**src/logic/pfrc_cfg.svh**
```systemverilog
// Timing, register map and field constants for the power-fail restart control block
// Notes on behaviour
// - Power-normal rises about 0.1 s after both logic supplies become available.
// - Power-normal stays only while both logic supplies stay; drops when either is lost.
// - Power-normal low inhibits core memory X and Y drive lines.
// - Power-normal low forces memory-normal low and all core read/write controls inactive.
// - Power-normal low suppresses destructive I/O operations such as drum or disc writes.
// - Every shutdown that cuts off +12 V produces a power transition pulse.
// - Power transition pulse clears both run flip-flops, halting the processor.
// - Power transition pulse sets the fetch-phase flip-flop.
// - Pulse resets interrupt-control flip-flop; I/O cards reset their flag and control.
// - Pulse drives the power-fail flag to the state disabling interrupt priority.
// - Preset switch returns the power-fail flag to the priority-enabled state.
// - Exactly one pulse per turn-on, turn-off, and +12 V failure or shutdown.
// - At turn-on the pulse lasts about 40 ms from logic supplies appearing.
// - During turn-on the pulse ends once +12 V is available.
// - At shutdown the pulse starts when +12 V goes and holds until +4.5 V goes.
// - Low line raises power-fail interrupt, priority 4, vector location 00004.
// - Open thermal switch raises power-fail interrupt and drops the supply-on request.
// - After thermal reclosure normal turn-on runs; processor left halted, not running.
`ifndef PFRC_CFG_SVH
`define PFRC_CFG_SVH

`define PFRC_CLK_MHZ 100
`define PFRC_PON_DELAY_US 100000
`define PFRC_PULSE_MIN_US 40000

`define PFRC_ADR_CTRL 8'h00
`define PFRC_ADR_STATUS 8'h04
`define PFRC_ADR_PULSES 8'h08

`define PFRC_CTRL_SUPPLY_EN 0
`define PFRC_CTRL_PF_CLEAR 1
`define PFRC_CTRL_PRESET 2
`define PFRC_CTRL_RESET 32'h0000_0001

`define PFRC_PF_PRIORITY 3'h4
`define PFRC_PF_VECTOR 15'h0004

`endif

```
**src/logic/pfrc_pkg.sv**
```systemverilog
// Types shared by the power-fail restart control block
package pfrc_pkg;
    typedef enum logic [3:0] {
        PFRC_OFF  = 4'h1,
        PFRC_UP   = 4'h2,
        PFRC_NORM = 4'h4,
        PFRC_DOWN = 4'h8
    } pfrc_seq_e;
    typedef logic [31:0] pfrc_word_t;
endpackage

```
**src/logic/pfrc_power_fail_restart.sv**
```systemverilog
// Power sequencing, power transition pulse and power-fail interrupt with a Wishbone slave
//
// Our own choices: the register addresses and the Wishbone register port.
`timescale 1ns/100ps
`include "pfrc_cfg.svh"
module pfrc_power_fail_restart #(
    parameter int PON_DELAY_CYCLES = `PFRC_PON_DELAY_US * `PFRC_CLK_MHZ,
    parameter int PULSE_MIN_CYCLES = `PFRC_PULSE_MIN_US * `PFRC_CLK_MHZ
) (
    input wire logic clk_i,
    input wire logic rst_i,
    // Wishbone classic slave
    input wire logic cyc_i,
    input wire logic stb_i,
    input wire logic we_i,
    input wire logic [7:0] adr_i,
    input wire logic [3:0] sel_i,
    input wire pfrc_pkg::pfrc_word_t dat_i,
    output pfrc_pkg::pfrc_word_t dat_o,
    output logic ack_o,
    // Supply monitors and panel, all asynchronous
    input wire logic sup_pos45_i,
    input wire logic sup_neg2_i,
    input wire logic sup_pos12_i,
    input wire logic low_line_i,
    input wire logic thermal_closed_i,
    input wire logic preset_sw_i,
    input wire logic mem_norm_sw_i,
    // Processor timing control, same clock
    input wire logic run_start_i,
    input wire logic run_halt_i,
    input wire logic phase_execute_i,
    input wire logic phase_fetch_i,
    input wire logic io_int_on_i,
    input wire logic io_int_off_i,
    input wire logic pf_ack_i,
    input wire logic core_read_req_i,
    input wire logic core_write_req_i,
    // Outputs
    output logic power_normal_qualifier_o,
    output logic memory_normal_qualifier_o,
    output logic xy_drive_enable_o,
    output logic io_destructive_enable_o,
    output logic core_read_o,
    output logic core_write_o,
    output logic power_transition_pulse_o,
    output logic io_card_reset_o,
    output logic run1_o,
    output logic run2_o,
    output logic fetch_phase_o,
    output logic io_int_ctrl_o,
    output logic priority_enable_o,
    output logic pf_irq_o,
    output logic [2:0] pf_irq_priority_o,
    output logic [14:0] pf_irq_vector_o,
    output logic supply_on_request_o
);
    import pfrc_pkg::*;

    localparam int NSYNC = 7;

    logic [NSYNC-1:0] sync_a;
    logic [NSYNC-1:0] sync_b;
    logic pos45_s;
    logic neg2_s;
    logic pos12_s;
    logic low_line_s;
    logic thermal_s;
    logic preset_s;
    logic mem_norm_s;
    logic logic_ok;

    pfrc_seq_e seq;
    pfrc_seq_e next_seq;
    logic [31:0] pon_cnt;
    logic [31:0] up_cnt;
    logic power_normal_qualifier;
    logic pulse;

    logic run1;
    logic run2;
    logic fetch;
    logic io_int;
    logic prio_en;
    logic pf_request;
    logic [31:0] ctrl;
    logic [15:0] pulse_count;

    logic wb_req;
    logic wr_ctrl;
    logic sw_clear;
    logic sw_preset;

    // Two flops per pin; only sync_b is read by logic
    always_ff @(posedge clk_i) begin
        if (rst_i) begin
            sync_a <= '0;
            sync_b <= '0;
        end else begin
            sync_a <= {mem_norm_sw_i, preset_sw_i, thermal_closed_i, low_line_i,
                       sup_pos12_i, sup_neg2_i, sup_pos45_i};
            sync_b <= sync_a;
        end
    end

    assign pos45_s = sync_b[0];
    assign neg2_s = sync_b[1];
    assign pos12_s = sync_b[2];
    assign low_line_s = sync_b[3];
    assign thermal_s = sync_b[4];
    assign preset_s = sync_b[5];
    assign mem_norm_s = sync_b[6];
    assign logic_ok = pos45_s & neg2_s;

    // Delay stands in for the charging capacitor; restarts on any loss of either supply
    always_ff @(posedge clk_i) begin
        if (rst_i || !logic_ok) begin
            pon_cnt <= '0;
        end else if (pon_cnt < 32'(PON_DELAY_CYCLES)) begin
            pon_cnt <= pon_cnt + 32'h1;
        end
    end

    assign power_normal_qualifier = logic_ok && (pon_cnt == 32'(PON_DELAY_CYCLES));

    always_comb begin
        next_seq = seq;
        case (seq)
            PFRC_OFF: begin
                if (logic_ok) begin
                    next_seq = PFRC_UP;
                end
            end
            PFRC_UP: begin
                if (!logic_ok) begin
                    next_seq = PFRC_OFF;
                end else if (pos12_s && up_cnt >= 32'(PULSE_MIN_CYCLES)) begin
                    next_seq = PFRC_NORM;
                end
            end
            PFRC_NORM: begin
                if (!logic_ok) begin
                    next_seq = PFRC_OFF;
                end else if (!pos12_s) begin
                    next_seq = PFRC_DOWN;
                end
            end
            PFRC_DOWN: begin
                // +12 V coming back keeps one unbroken pulse and reruns the turn-on hold
                if (!logic_ok) begin
                    next_seq = PFRC_OFF;
                end else if (pos12_s) begin
                    next_seq = PFRC_UP;
                end
            end
            default: begin
                next_seq = PFRC_OFF;
            end
        endcase
    end

    always_ff @(posedge clk_i) begin
        if (rst_i) begin
            seq <= PFRC_OFF;
        end else begin
            seq <= next_seq;
        end
    end

    always_ff @(posedge clk_i) begin
        if (rst_i || seq != PFRC_UP) begin
            up_cnt <= '0;
        end else if (up_cnt < 32'(PULSE_MIN_CYCLES)) begin
            up_cnt <= up_cnt + 32'h1;
        end
    end

    assign pulse = (seq == PFRC_UP) || (seq == PFRC_DOWN);

    always_ff @(posedge clk_i) begin
        if (rst_i) begin
            pulse_count <= '0;
        end else if (seq == PFRC_OFF && next_seq == PFRC_UP) begin
            pulse_count <= pulse_count + 16'h1;
        end else if (seq == PFRC_NORM && next_seq == PFRC_DOWN) begin
            pulse_count <= pulse_count + 16'h1;
        end
    end

    // Pulse and dead logic supplies win over every clocked update
    always_ff @(posedge clk_i) begin
        if (rst_i || pulse || !logic_ok) begin
            run1 <= 1'b0;
            run2 <= 1'b0;
        end else if (run_halt_i) begin
            run1 <= 1'b0;
            run2 <= 1'b0;
        end else if (run_start_i && prio_en) begin
            run1 <= 1'b1;
            run2 <= 1'b1;
        end
    end

    always_ff @(posedge clk_i) begin
        if (rst_i || pulse || !logic_ok) begin
            fetch <= 1'b1;
        end else if (phase_execute_i) begin
            fetch <= 1'b0;
        end else if (phase_fetch_i) begin
            fetch <= 1'b1;
        end
    end

    always_ff @(posedge clk_i) begin
        if (rst_i || pulse || !logic_ok) begin
            io_int <= 1'b0;
        end else if (io_int_off_i) begin
            io_int <= 1'b0;
        end else if (io_int_on_i) begin
            io_int <= 1'b1;
        end
    end

    // Priority stays disabled after power-up until a preset from the panel switch or the control register
    always_ff @(posedge clk_i) begin
        if (rst_i || pulse || !logic_ok) begin
            prio_en <= 1'b0;
        end else if (preset_s || sw_preset) begin
            prio_en <= 1'b1;
        end
    end

    // Events hold the request; a set in the clearing cycle wins
    always_ff @(posedge clk_i) begin
        if (rst_i) begin
            pf_request <= 1'b0;
        end else if (logic_ok && (low_line_s || !thermal_s)) begin
            pf_request <= 1'b1;
        end else if (pf_ack_i || sw_clear || pulse) begin
            pf_request <= 1'b0;
        end
    end

    assign wb_req = cyc_i && stb_i && !ack_o;
    assign wr_ctrl = wb_req && we_i && sel_i[0] && (adr_i == `PFRC_ADR_CTRL);
    assign sw_clear = wr_ctrl && dat_i[`PFRC_CTRL_PF_CLEAR];
    assign sw_preset = wr_ctrl && dat_i[`PFRC_CTRL_PRESET];

    always_ff @(posedge clk_i) begin
        if (rst_i) begin
            ack_o <= 1'b0;
        end else begin
            ack_o <= wb_req;
        end
    end

    // Only the supply enable is stored; clear and preset act as strobes
    always_ff @(posedge clk_i) begin
        if (rst_i) begin
            ctrl <= `PFRC_CTRL_RESET;
        end else if (wr_ctrl) begin
            ctrl[`PFRC_CTRL_SUPPLY_EN] <= dat_i[`PFRC_CTRL_SUPPLY_EN];
        end
    end

    always_ff @(posedge clk_i) begin
        if (rst_i) begin
            dat_o <= '0;
        end else if (wb_req && !we_i) begin
            if (adr_i == `PFRC_ADR_CTRL) begin
                dat_o <= {31'h0, ctrl[`PFRC_CTRL_SUPPLY_EN]};
            end else if (adr_i == `PFRC_ADR_STATUS) begin
                dat_o <= {16'h0, seq, low_line_s, thermal_s, pos12_s, neg2_s, pos45_s,
                          pf_request, prio_en, io_int, fetch, run1 | run2, pulse, power_normal_qualifier};
            end else if (adr_i == `PFRC_ADR_PULSES) begin
                dat_o <= {16'h0, pulse_count};
            end else begin
                dat_o <= '0;
            end
        end
    end

    always_ff @(posedge clk_i) begin
        if (rst_i) begin
            power_normal_qualifier_o <= 1'b0;
            memory_normal_qualifier_o <= 1'b0;
            xy_drive_enable_o <= 1'b0;
            io_destructive_enable_o <= 1'b0;
            power_transition_pulse_o <= 1'b0;
            supply_on_request_o <= 1'b0;
            pf_irq_o <= 1'b0;
        end else begin
            power_normal_qualifier_o <= power_normal_qualifier;
            memory_normal_qualifier_o <= power_normal_qualifier && mem_norm_s;
            xy_drive_enable_o <= power_normal_qualifier;
            io_destructive_enable_o <= power_normal_qualifier;
            power_transition_pulse_o <= pulse;
            supply_on_request_o <= thermal_s && ctrl[`PFRC_CTRL_SUPPLY_EN];
            pf_irq_o <= pf_request && prio_en;
        end
    end

    // Core controls gate combinationally so no request leaks past a falling qualifier
    assign core_read_o = core_read_req_i && memory_normal_qualifier_o && power_normal_qualifier;
    assign core_write_o = core_write_req_i && memory_normal_qualifier_o && power_normal_qualifier;
    assign io_card_reset_o = power_transition_pulse_o;
    assign run1_o = run1 && !pulse;
    assign run2_o = run2 && !pulse;
    assign fetch_phase_o = fetch || pulse;
    assign io_int_ctrl_o = io_int && !pulse;
    assign priority_enable_o = prio_en && !pulse;
    assign pf_irq_priority_o = `PFRC_PF_PRIORITY;
    assign pf_irq_vector_o = `PFRC_PF_VECTOR;
endmodule

```
**config.mk**
```make
export PLATFORM = sky130hd
export DESIGN_NAME = pfrc_power_fail_restart
export DESIGN_NICKNAME = d
export VERILOG_FILES = /design/src/logic/pfrc_pkg.sv /design/src/logic/pfrc_power_fail_restart.sv
export VERILOG_INCLUDE_DIRS = /design/src /design/src/logic
export SDC_FILE = /design/constraint.sdc
export NUM_CORES = 1
export LEC_CHECK = 0
export BUFFER_PORTS_ARGS = -buffer_cell sky130_fd_sc_hd__clkbuf_2
export CORE_AREA = 4 4 158 99
export DETAILED_ROUTE_END_ITERATION = 16
export DIE_AREA = 0 0 162 103
export PLACE_DENSITY = 0.66
export SETUP_SLACK_MARGIN = 0.3
export SKIP_CTS_REPAIR_TIMING = 1
export SYNTH_ARGS = -nofsm -noshare
export SYNTH_HDL_FRONTEND = slang
export SYNTH_SLANG_ARGS = --single-unit
```
**constraint.sdc**
```tcl
create_clock -name clk_i -period 1.6 [get_ports clk_i]
set_input_delay 0.32 -clock clk_i [delete_from_list [all_inputs] [get_ports clk_i]]
set_output_delay 0.32 -clock clk_i [all_outputs]
set_load 0.05 [all_outputs]
```
==> results of run 1 <==
==> power by group through the flow <==
stage	logic (mW)	clock network, mW	registers, mW
floorplan	0.302	0	3.24
global placement	0.325	0	3.23
detailed placement	0.330	0	3.24
CTS	0.331	3.81	3.17
global route	0.386	3.97	3.17
finish	0.368	3.79	3.16
==> kinds of logic (layout without fill, tap and decap cells) <==
group           Yosys count  count (layout)
other cells               2              34
buf+inv                  78             242
mux                       3               3
simple gates            304             306
fa+ha+maj                 5               5
compound gates          119             122
xor+xnor                 25              25
flops                   126             126
==> layout make-up <==
class                      instances  area (um2)
inverter                          13        48.8
clock inverter                    14         145
multi-input combinational        495        3650
fill                            1165        5510
sequential                       126        2570
tap                              198         248
timing repair buffer             197        1610
clock buffer                      18         429
==> final timing paths <==
check          startpoint           to  slack, ns  cells after the start
max            pon_cnt[9]  core_read_o      -0.76                      5
min          io_int_off_i       io_int       0.07                      2
max reg2reg   pon_cnt[30]   pon_cnt[9]      -0.41                      6
min reg2reg     sync_a[5]    sync_b[5]       0.43                      1
==> cells in the mapped netlist (7+ instances only) <==
| master | n | share of area, % |
|---|---|---|
| o21ai_0 | 40 | 3.5 |
| nor2_1 | 60 | 3.9 |
| and3_1 | 14 | 1.5 |
| and4_1 | 7 | 1.1 |
| or4_1 | 10 | 1.3 |
| nand4_1 | 19 | 2.1 |
| nand3_1 | 29 | 2.5 |
| nor3_1 | 10 | 0.87 |
| and2_1 | 27 | 3.0 |
| dfxtp_1 | 126 | 44 |
| a21oi_1 | 30 | 2.6 |
| clkbuf_1 | 21 | 1.4 |
| nor2b_1 | 18 | 2.0 |
| xor2_1 | 12 | 1.8 |
| nor4_1 | 11 | 1.2 |
| buf_4 | 39 | 5.1 |
| xnor2_1 | 13 | 2.0 |
| o211ai_1 | 8 | 1.0 |
| a22oi_1 | 15 | 2.0 |
| inv_1 | 13 | 0.85 |
| nand2_1 | 55 | 3.6 |
| or3_1 | 18 | 2.0 |
==> per-stage QoR <==
step           worst slack [ns]  hold WS, ns
2_1_floorplan            -0.223        0.399
3_3_place_gp             -0.345        0.421
3_5_place_dp             -0.374        0.426
4_1_cts                  -0.790       0.0559
5_1_grt                  -0.792       0.0543
6_report                 -0.764       0.0701
==> sequential cells by signal, summed over array words and instances, names as in the netlist, 4 cells and up <==
register	cells
dat_o	16
pon_cnt	32
pulse_count	16
seq	4
sync_a	7
sync_b	7
up_cnt	32
==> per-layer routing <==
layer  up-vias  track usage [%]
met2       176             27.7
met5         -                0
met4         0             5.72
li1       2676                -
met3        21             4.19
met1      2738             25.7
==> impl_metrics.yaml, run 1 <==
setup_path:
  critPathMaxFanout: 4
  cp_top_family: "simple AND/OR/NAND/NOR gates"
  critPathKind: "flip-flop to output port"
  critPathRequiredTime_ns: 1.28
  cp-start-kind: "flip-flop"
  cp.arrival_ns: 2.04
  crit_slowest_cell: "dfxtp_1"
  crit_path_cell_trace: "nor4bb_1 > nand4_1 > nor4_4 > and3_4 > buf_12"
  end_kind: "output port"
  worst_path_largest_cell_delay_ns: 0.40
  worst-path-buf-inv: 1
clock_network:
  insertion_delay_ns: 0.42
  cts_inserted_buffers: 17
  cts-root-buf: "clkbuf_16"
  clk_pin_slew_ns: 0.06
  cts_buffer_depth: 2
  cts_tree: "done"
  cts_sinks: 126
  ctsHtreeMaxLevel: 4
logic_synthesis:
  synthSimpleGateAreaFrac_pct: 29.3
  syn-instance-count: 662
  synth_top_family_by_area: "simple AND/OR/NAND/NOR gates"
  synth_enable_flop_cells: 0
  synthAdderAreaFrac_pct: 1.09
  synthArstFlopShare_pct: 0
  ys_ff_latch: 126
  synth_cell_types: 57
  synthXorXnorAreaFrac_pct: 3.83
  synth_area_mm2: 0.00572
  avgSynthCellArea_um2: 8.64
  synthMuxAreaShare_pct: 0.525
  synth_compound_area_share_pct: 13.1
  synth-main-ff-cell: "dfxtp_1"
  ys_seq_area_share_pct: 44.1
  yosysWarnings: 0
global_routing:
  grt_pass1_vias: 5006
  grt.total_usage_pct: 18.2
  antenna_found_initial: 0
  grt_pass1_wl_mm: 24.3
  grt_overflow: 0
  grt_max_degree: 34
layout:
  layout_commonest_cell: "buf_4"
  utilization_pct: 61.2
  diodes: 0
  drive_above_1_share_pct: 44.1
  syn2layout_area_growth_pct: 52.0
  postLayoutCellArea_mm2: 0.00870
  finish.net_count: 920
  layout_common_cells: "buf_4, dfxtp_1, nor2_1, nand2_1, buf_6"
  layout.cells.non_filler: 1061
floorplanning:
  die-area_mm2: 0.0167
  row_count: 34
  num_io_pins: 131
  start_util_pct: 40.3
  die_w_um: 162
  fp.coreArea_mm2: 0.0142
  die_h_um: 103
timing:
  grt_setup_unrepaired: "yes"
  min_period_ns: 2.36
  final.period_utilization_pct: 148
  setup_slack_ns: -0.764
  tns_ns: -12.84
  slew_violations: 0
  fin_skew_ns: 0.0128
  hold_viol: 0
  fmax_mhz: 423
  setup-violations-final: 56
placement:
  gp_congestion: 0.899
  port_buffers: 64
  post_dp_cell_area_mm2: 0.00710
  post-place-cells: 994
  dp_hpwl_mm: 11.3
drt:
  drt_iter0_drc: 397
  wl_met2_mm: 8.23
  wire_per_inst_um: 16.7
  drc: 0
  routed_wirelength_mm: 17.7
  drt-met1-wl_mm: 8.18
  dr_wl_met3_mm: 1.12
  first_pass_iters: 5
  vias: 5611
  drt-vias-per-instance: 5.29
  highest_layer: "met4"
  ant_nets: 0
pwr:
  p_per_area_mw_per_mm2: 842
  p_leak_nw: 3.30
  clkPwrFrac_pct: 51.8
  internal_power_mw: 5.53
  combPwrFrac_pct: 5.0
  power_mw: 7.33
  switching_share_pct: 24.5
  sequentialPowerShare_pct: 43.2
  ir_worst_vdd_v: 0.000697
  switching_power_mw: 1.80
status:
  status: "finished with violations"
  failed_checks: "setup timing"
min_path:
  hold_class: "primary input to flip-flop"
run:
  cap_violations: 0
Power figures use the tool's default switching activity.
==> inputs of run 2 (changes only) <==
--- a/config.mk
+++ b/config.mk
@@ -6,11 +6,12 @@
 export SDC_FILE = /design/constraint.sdc
 export NUM_CORES = 1
 export LEC_CHECK = 0
+export ABC_AREA = 1
 export BUFFER_PORTS_ARGS = -buffer_cell sky130_fd_sc_hd__clkbuf_2
-export CORE_AREA = 4 4 158 99
+export CORE_AREA = 4 4 167 104
 export DETAILED_ROUTE_END_ITERATION = 16
-export DIE_AREA = 0 0 162 103
-export PLACE_DENSITY = 0.66
+export DIE_AREA = 0 0 171 108
+export PLACE_DENSITY = 0.65
 export SETUP_SLACK_MARGIN = 0.3
 export SKIP_CTS_REPAIR_TIMING = 1
 export SYNTH_ARGS = -nofsm -noshare
==> run 2 against run 1 <==
  * The flow still finishes with violations (setup timing)
  * Die area increased by 11%
  * Utilization increased by 1.6 points
  * Non-clock buffer count increased by 15
  * Via count increased by 22%
  * Critical path depth increased by 2
  * Power increased by 1.1%
  * Cell area increased by 15%
  * Count of clock-buffer cells in the layout increased by 1
  * Synthesized cell count increased by 40%
  * Sequential cell count unchanged
  * Critical endpoint is now core_write_o
  * Largest cell class unchanged
==> impl_metrics.yaml, run 2 <==
floorplanning:
  fp.coreArea_mm2: 0.0159
  die_w_um: 171
  die-area_mm2: 0.0185
  num_io_pins: 131
  row_count: 36
  die_h_um: 108
  start_util_pct: 40.1
setup_path:
  cp.arrival_ns: 1.71
  critPathRequiredTime_ns: 1.28
  ff2ff_setup_slack_ns: -0.09
  end_kind: "output port"
  cp-start-kind: "flip-flop"
  critPathMaxFanout: 2
  critPathKind: "flip-flop to output port"
drt:
  vias: 6845
  first_pass_iters: 5
  ant_nets: 0
  drt-vias-per-instance: 5.07
  drt_iter0_drc: 695
  routed_wirelength_mm: 21.4
  drc: 0
  wire_per_inst_um: 15.9
pwr:
  switching_share_pct: 24.8
  combPwrFrac_pct: 5.1
  sequentialPowerShare_pct: 42.6
  p_leak_nw: 4.10
  internal_power_mw: 5.57
  clkPwrFrac_pct: 52.3
  ir_worst_vdd_v: 0.000602
  power_mw: 7.41
  p_per_area_mw_per_mm2: 740
  switching_power_mw: 1.83
logic_synthesis:
  synthMuxAreaShare_pct: 0
  avgSynthCellArea_um2: 6.89
  syn-instance-count: 929
  synth-main-ff-cell: "dfxtp_1"
  synthAdderAreaFrac_pct: 0.978
  yosysWarnings: 0
  synthSimpleGateAreaFrac_pct: 32.9
  ys_ff_latch: 126
  synth_most_common_cell: "nand2_1"
  ys_seq_area_share_pct: 39.4
  synth_enable_flop_cells: 0
  synth_top_family_by_area: "simple AND/OR/NAND/NOR gates"
  synthArstFlopShare_pct: 0
  synth_cell_types: 41
  synth_compound_area_share_pct: 9.47
  yosysTopAreaCell: "dfxtp_1"
  synthXorXnorAreaFrac_pct: 3.83
  yosysTopAreaCellShare_pct: 39.4
  synth_area_mm2: 0.00640
  synth_commonest_cells: "nand2_1, nor2_1, dfxtp_1, inv_1, a21oi_1"
  synth.area.top_cells: "dfxtp_1, nand2_1, nor2_1, inv_1, a21oi_1"
clock_network:
  cts_inserted_buffers: 17
  cts_tree: "done"
  insertion_delay_ns: 0.41
  cts-root-buf: "clkbuf_16"
  ctsHtreeMaxLevel: 4
  clk_pin_slew_ns: 0.06
  cts_buffer_depth: 2
  cts_sinks: 126
status:
  failed_checks: "setup timing"
  status: "finished with violations"
layout:
  syn2layout_area_growth_pct: 56.4
  layout_commonest_cell: "nand2_1"
  drive_above_1_share_pct: 44.8
  diodes: 0
  layout_common_cells: "nand2_1, buf_4, inv_1, nor2_1, dfxtp_1"
  postLayoutCellArea_mm2: 0.0100
  finish.net_count: 1198
  top_regs: "pon_cnt x32, up_cnt x32"
  utilization_pct: 62.8
placement:
  gp_congestion: 0.942
  port_buffers: 64
  dp_slack_ns: -0.162
  dp_hpwl_mm: 13.5
  post_dp_cell_area_mm2: 0.00763
run:
  cap_violations: 0
timing:
  min_period_ns: 2.03
  setup_slack_ns: -0.432
  slew_violations: 0
  final.period_utilization_pct: 127
  hold_viol: 0
  setup-violations-final: 29
  grt_setup_unrepaired: "yes"
  fmax_mhz: 492
  fin_skew_ns: 0.00946
min_path:
  hold_class: "primary input to flip-flop"
global_routing:
  grt_pass1_vias: 5584
  grt.total_usage_pct: 19.5
  grt_overflow: 0
  antenna_found_initial: 0
  grt_pass1_wl_mm: 28.7
  grt_max_degree: 33
-- run 2: cells by family after synthesis --
family                     after synthesis
and+or+nand+nor                        474
buffers and inverters                  179
DFF                                    126
AOI/OAI and AO/OA                      115
xor gates and xnor gates                28
adders and majority gates                5
other                                    2
-- run 2: routing by layer --
layer	vias up	share of wire, %	GRT usage, %
li1	3323	-	-
met3	26	9.0	4.68
met5	-	0	0
met2	272	42	24.6
met1	3224	48	32.5
met4	0	1.1	3.96
-- run 2: final cells by class --
class,instances,area [um2]
Clock buffer,19,443
Sequential cell,126,2600
Fill cell,1307,5940
Clock inverter,13,139
Timing Repair Buffer,212,1860
Tap cell,209,262
Timing Repair inverter,1,16.3
Multi-Input combinational cell,657,4230
Inverter,113,463
-- run 2: path summary, 6_finish.rpt --
check	startpoint	cells after the start	endpoint
min	run_halt_i	2	run2
max reg2reg	pon_cnt[20]	12	pon_cnt[22]
max	pon_cnt[0]	7	core_write_o
min reg2reg	sync_a[2]	2	sync_b[2]
-- run 2: through the flow --
stage,setup TNS [ns],instances,hold slack [ns]
floorplan,-0.00857,961,0.381
global placement,-0.358,1265,0.382
detailed placement,-0.494,1265,0.389
CTS,-3.00,1297,0.0621
global route,-6.36,1350,0.0615
finish,-2.78,1350,0.0681
-- run 2: power groups by stage --
stage | clock (mW) | sequential, mW | combinational, mW
after detailed placement | 0 | 3.23 | 0.342
final | 3.87 | 3.15 | 0.379
after CTS | 3.90 | 3.16 | 0.343
after floorplan | 0 | 3.24 | 0.314
after global placement | 0 | 3.23 | 0.341
after global routing | 4.07 | 3.15 | 0.402
-- run 2: critical path, stage by stage, from the launching register on --
cell     delay, ns
dfxtp_4       0.34
inv_1         0.07
ha_2          0.19
nand4_1       0.12
nor2_2        0.14
nand3_2       0.15
nor2_4        0.14
buf_8         0.15
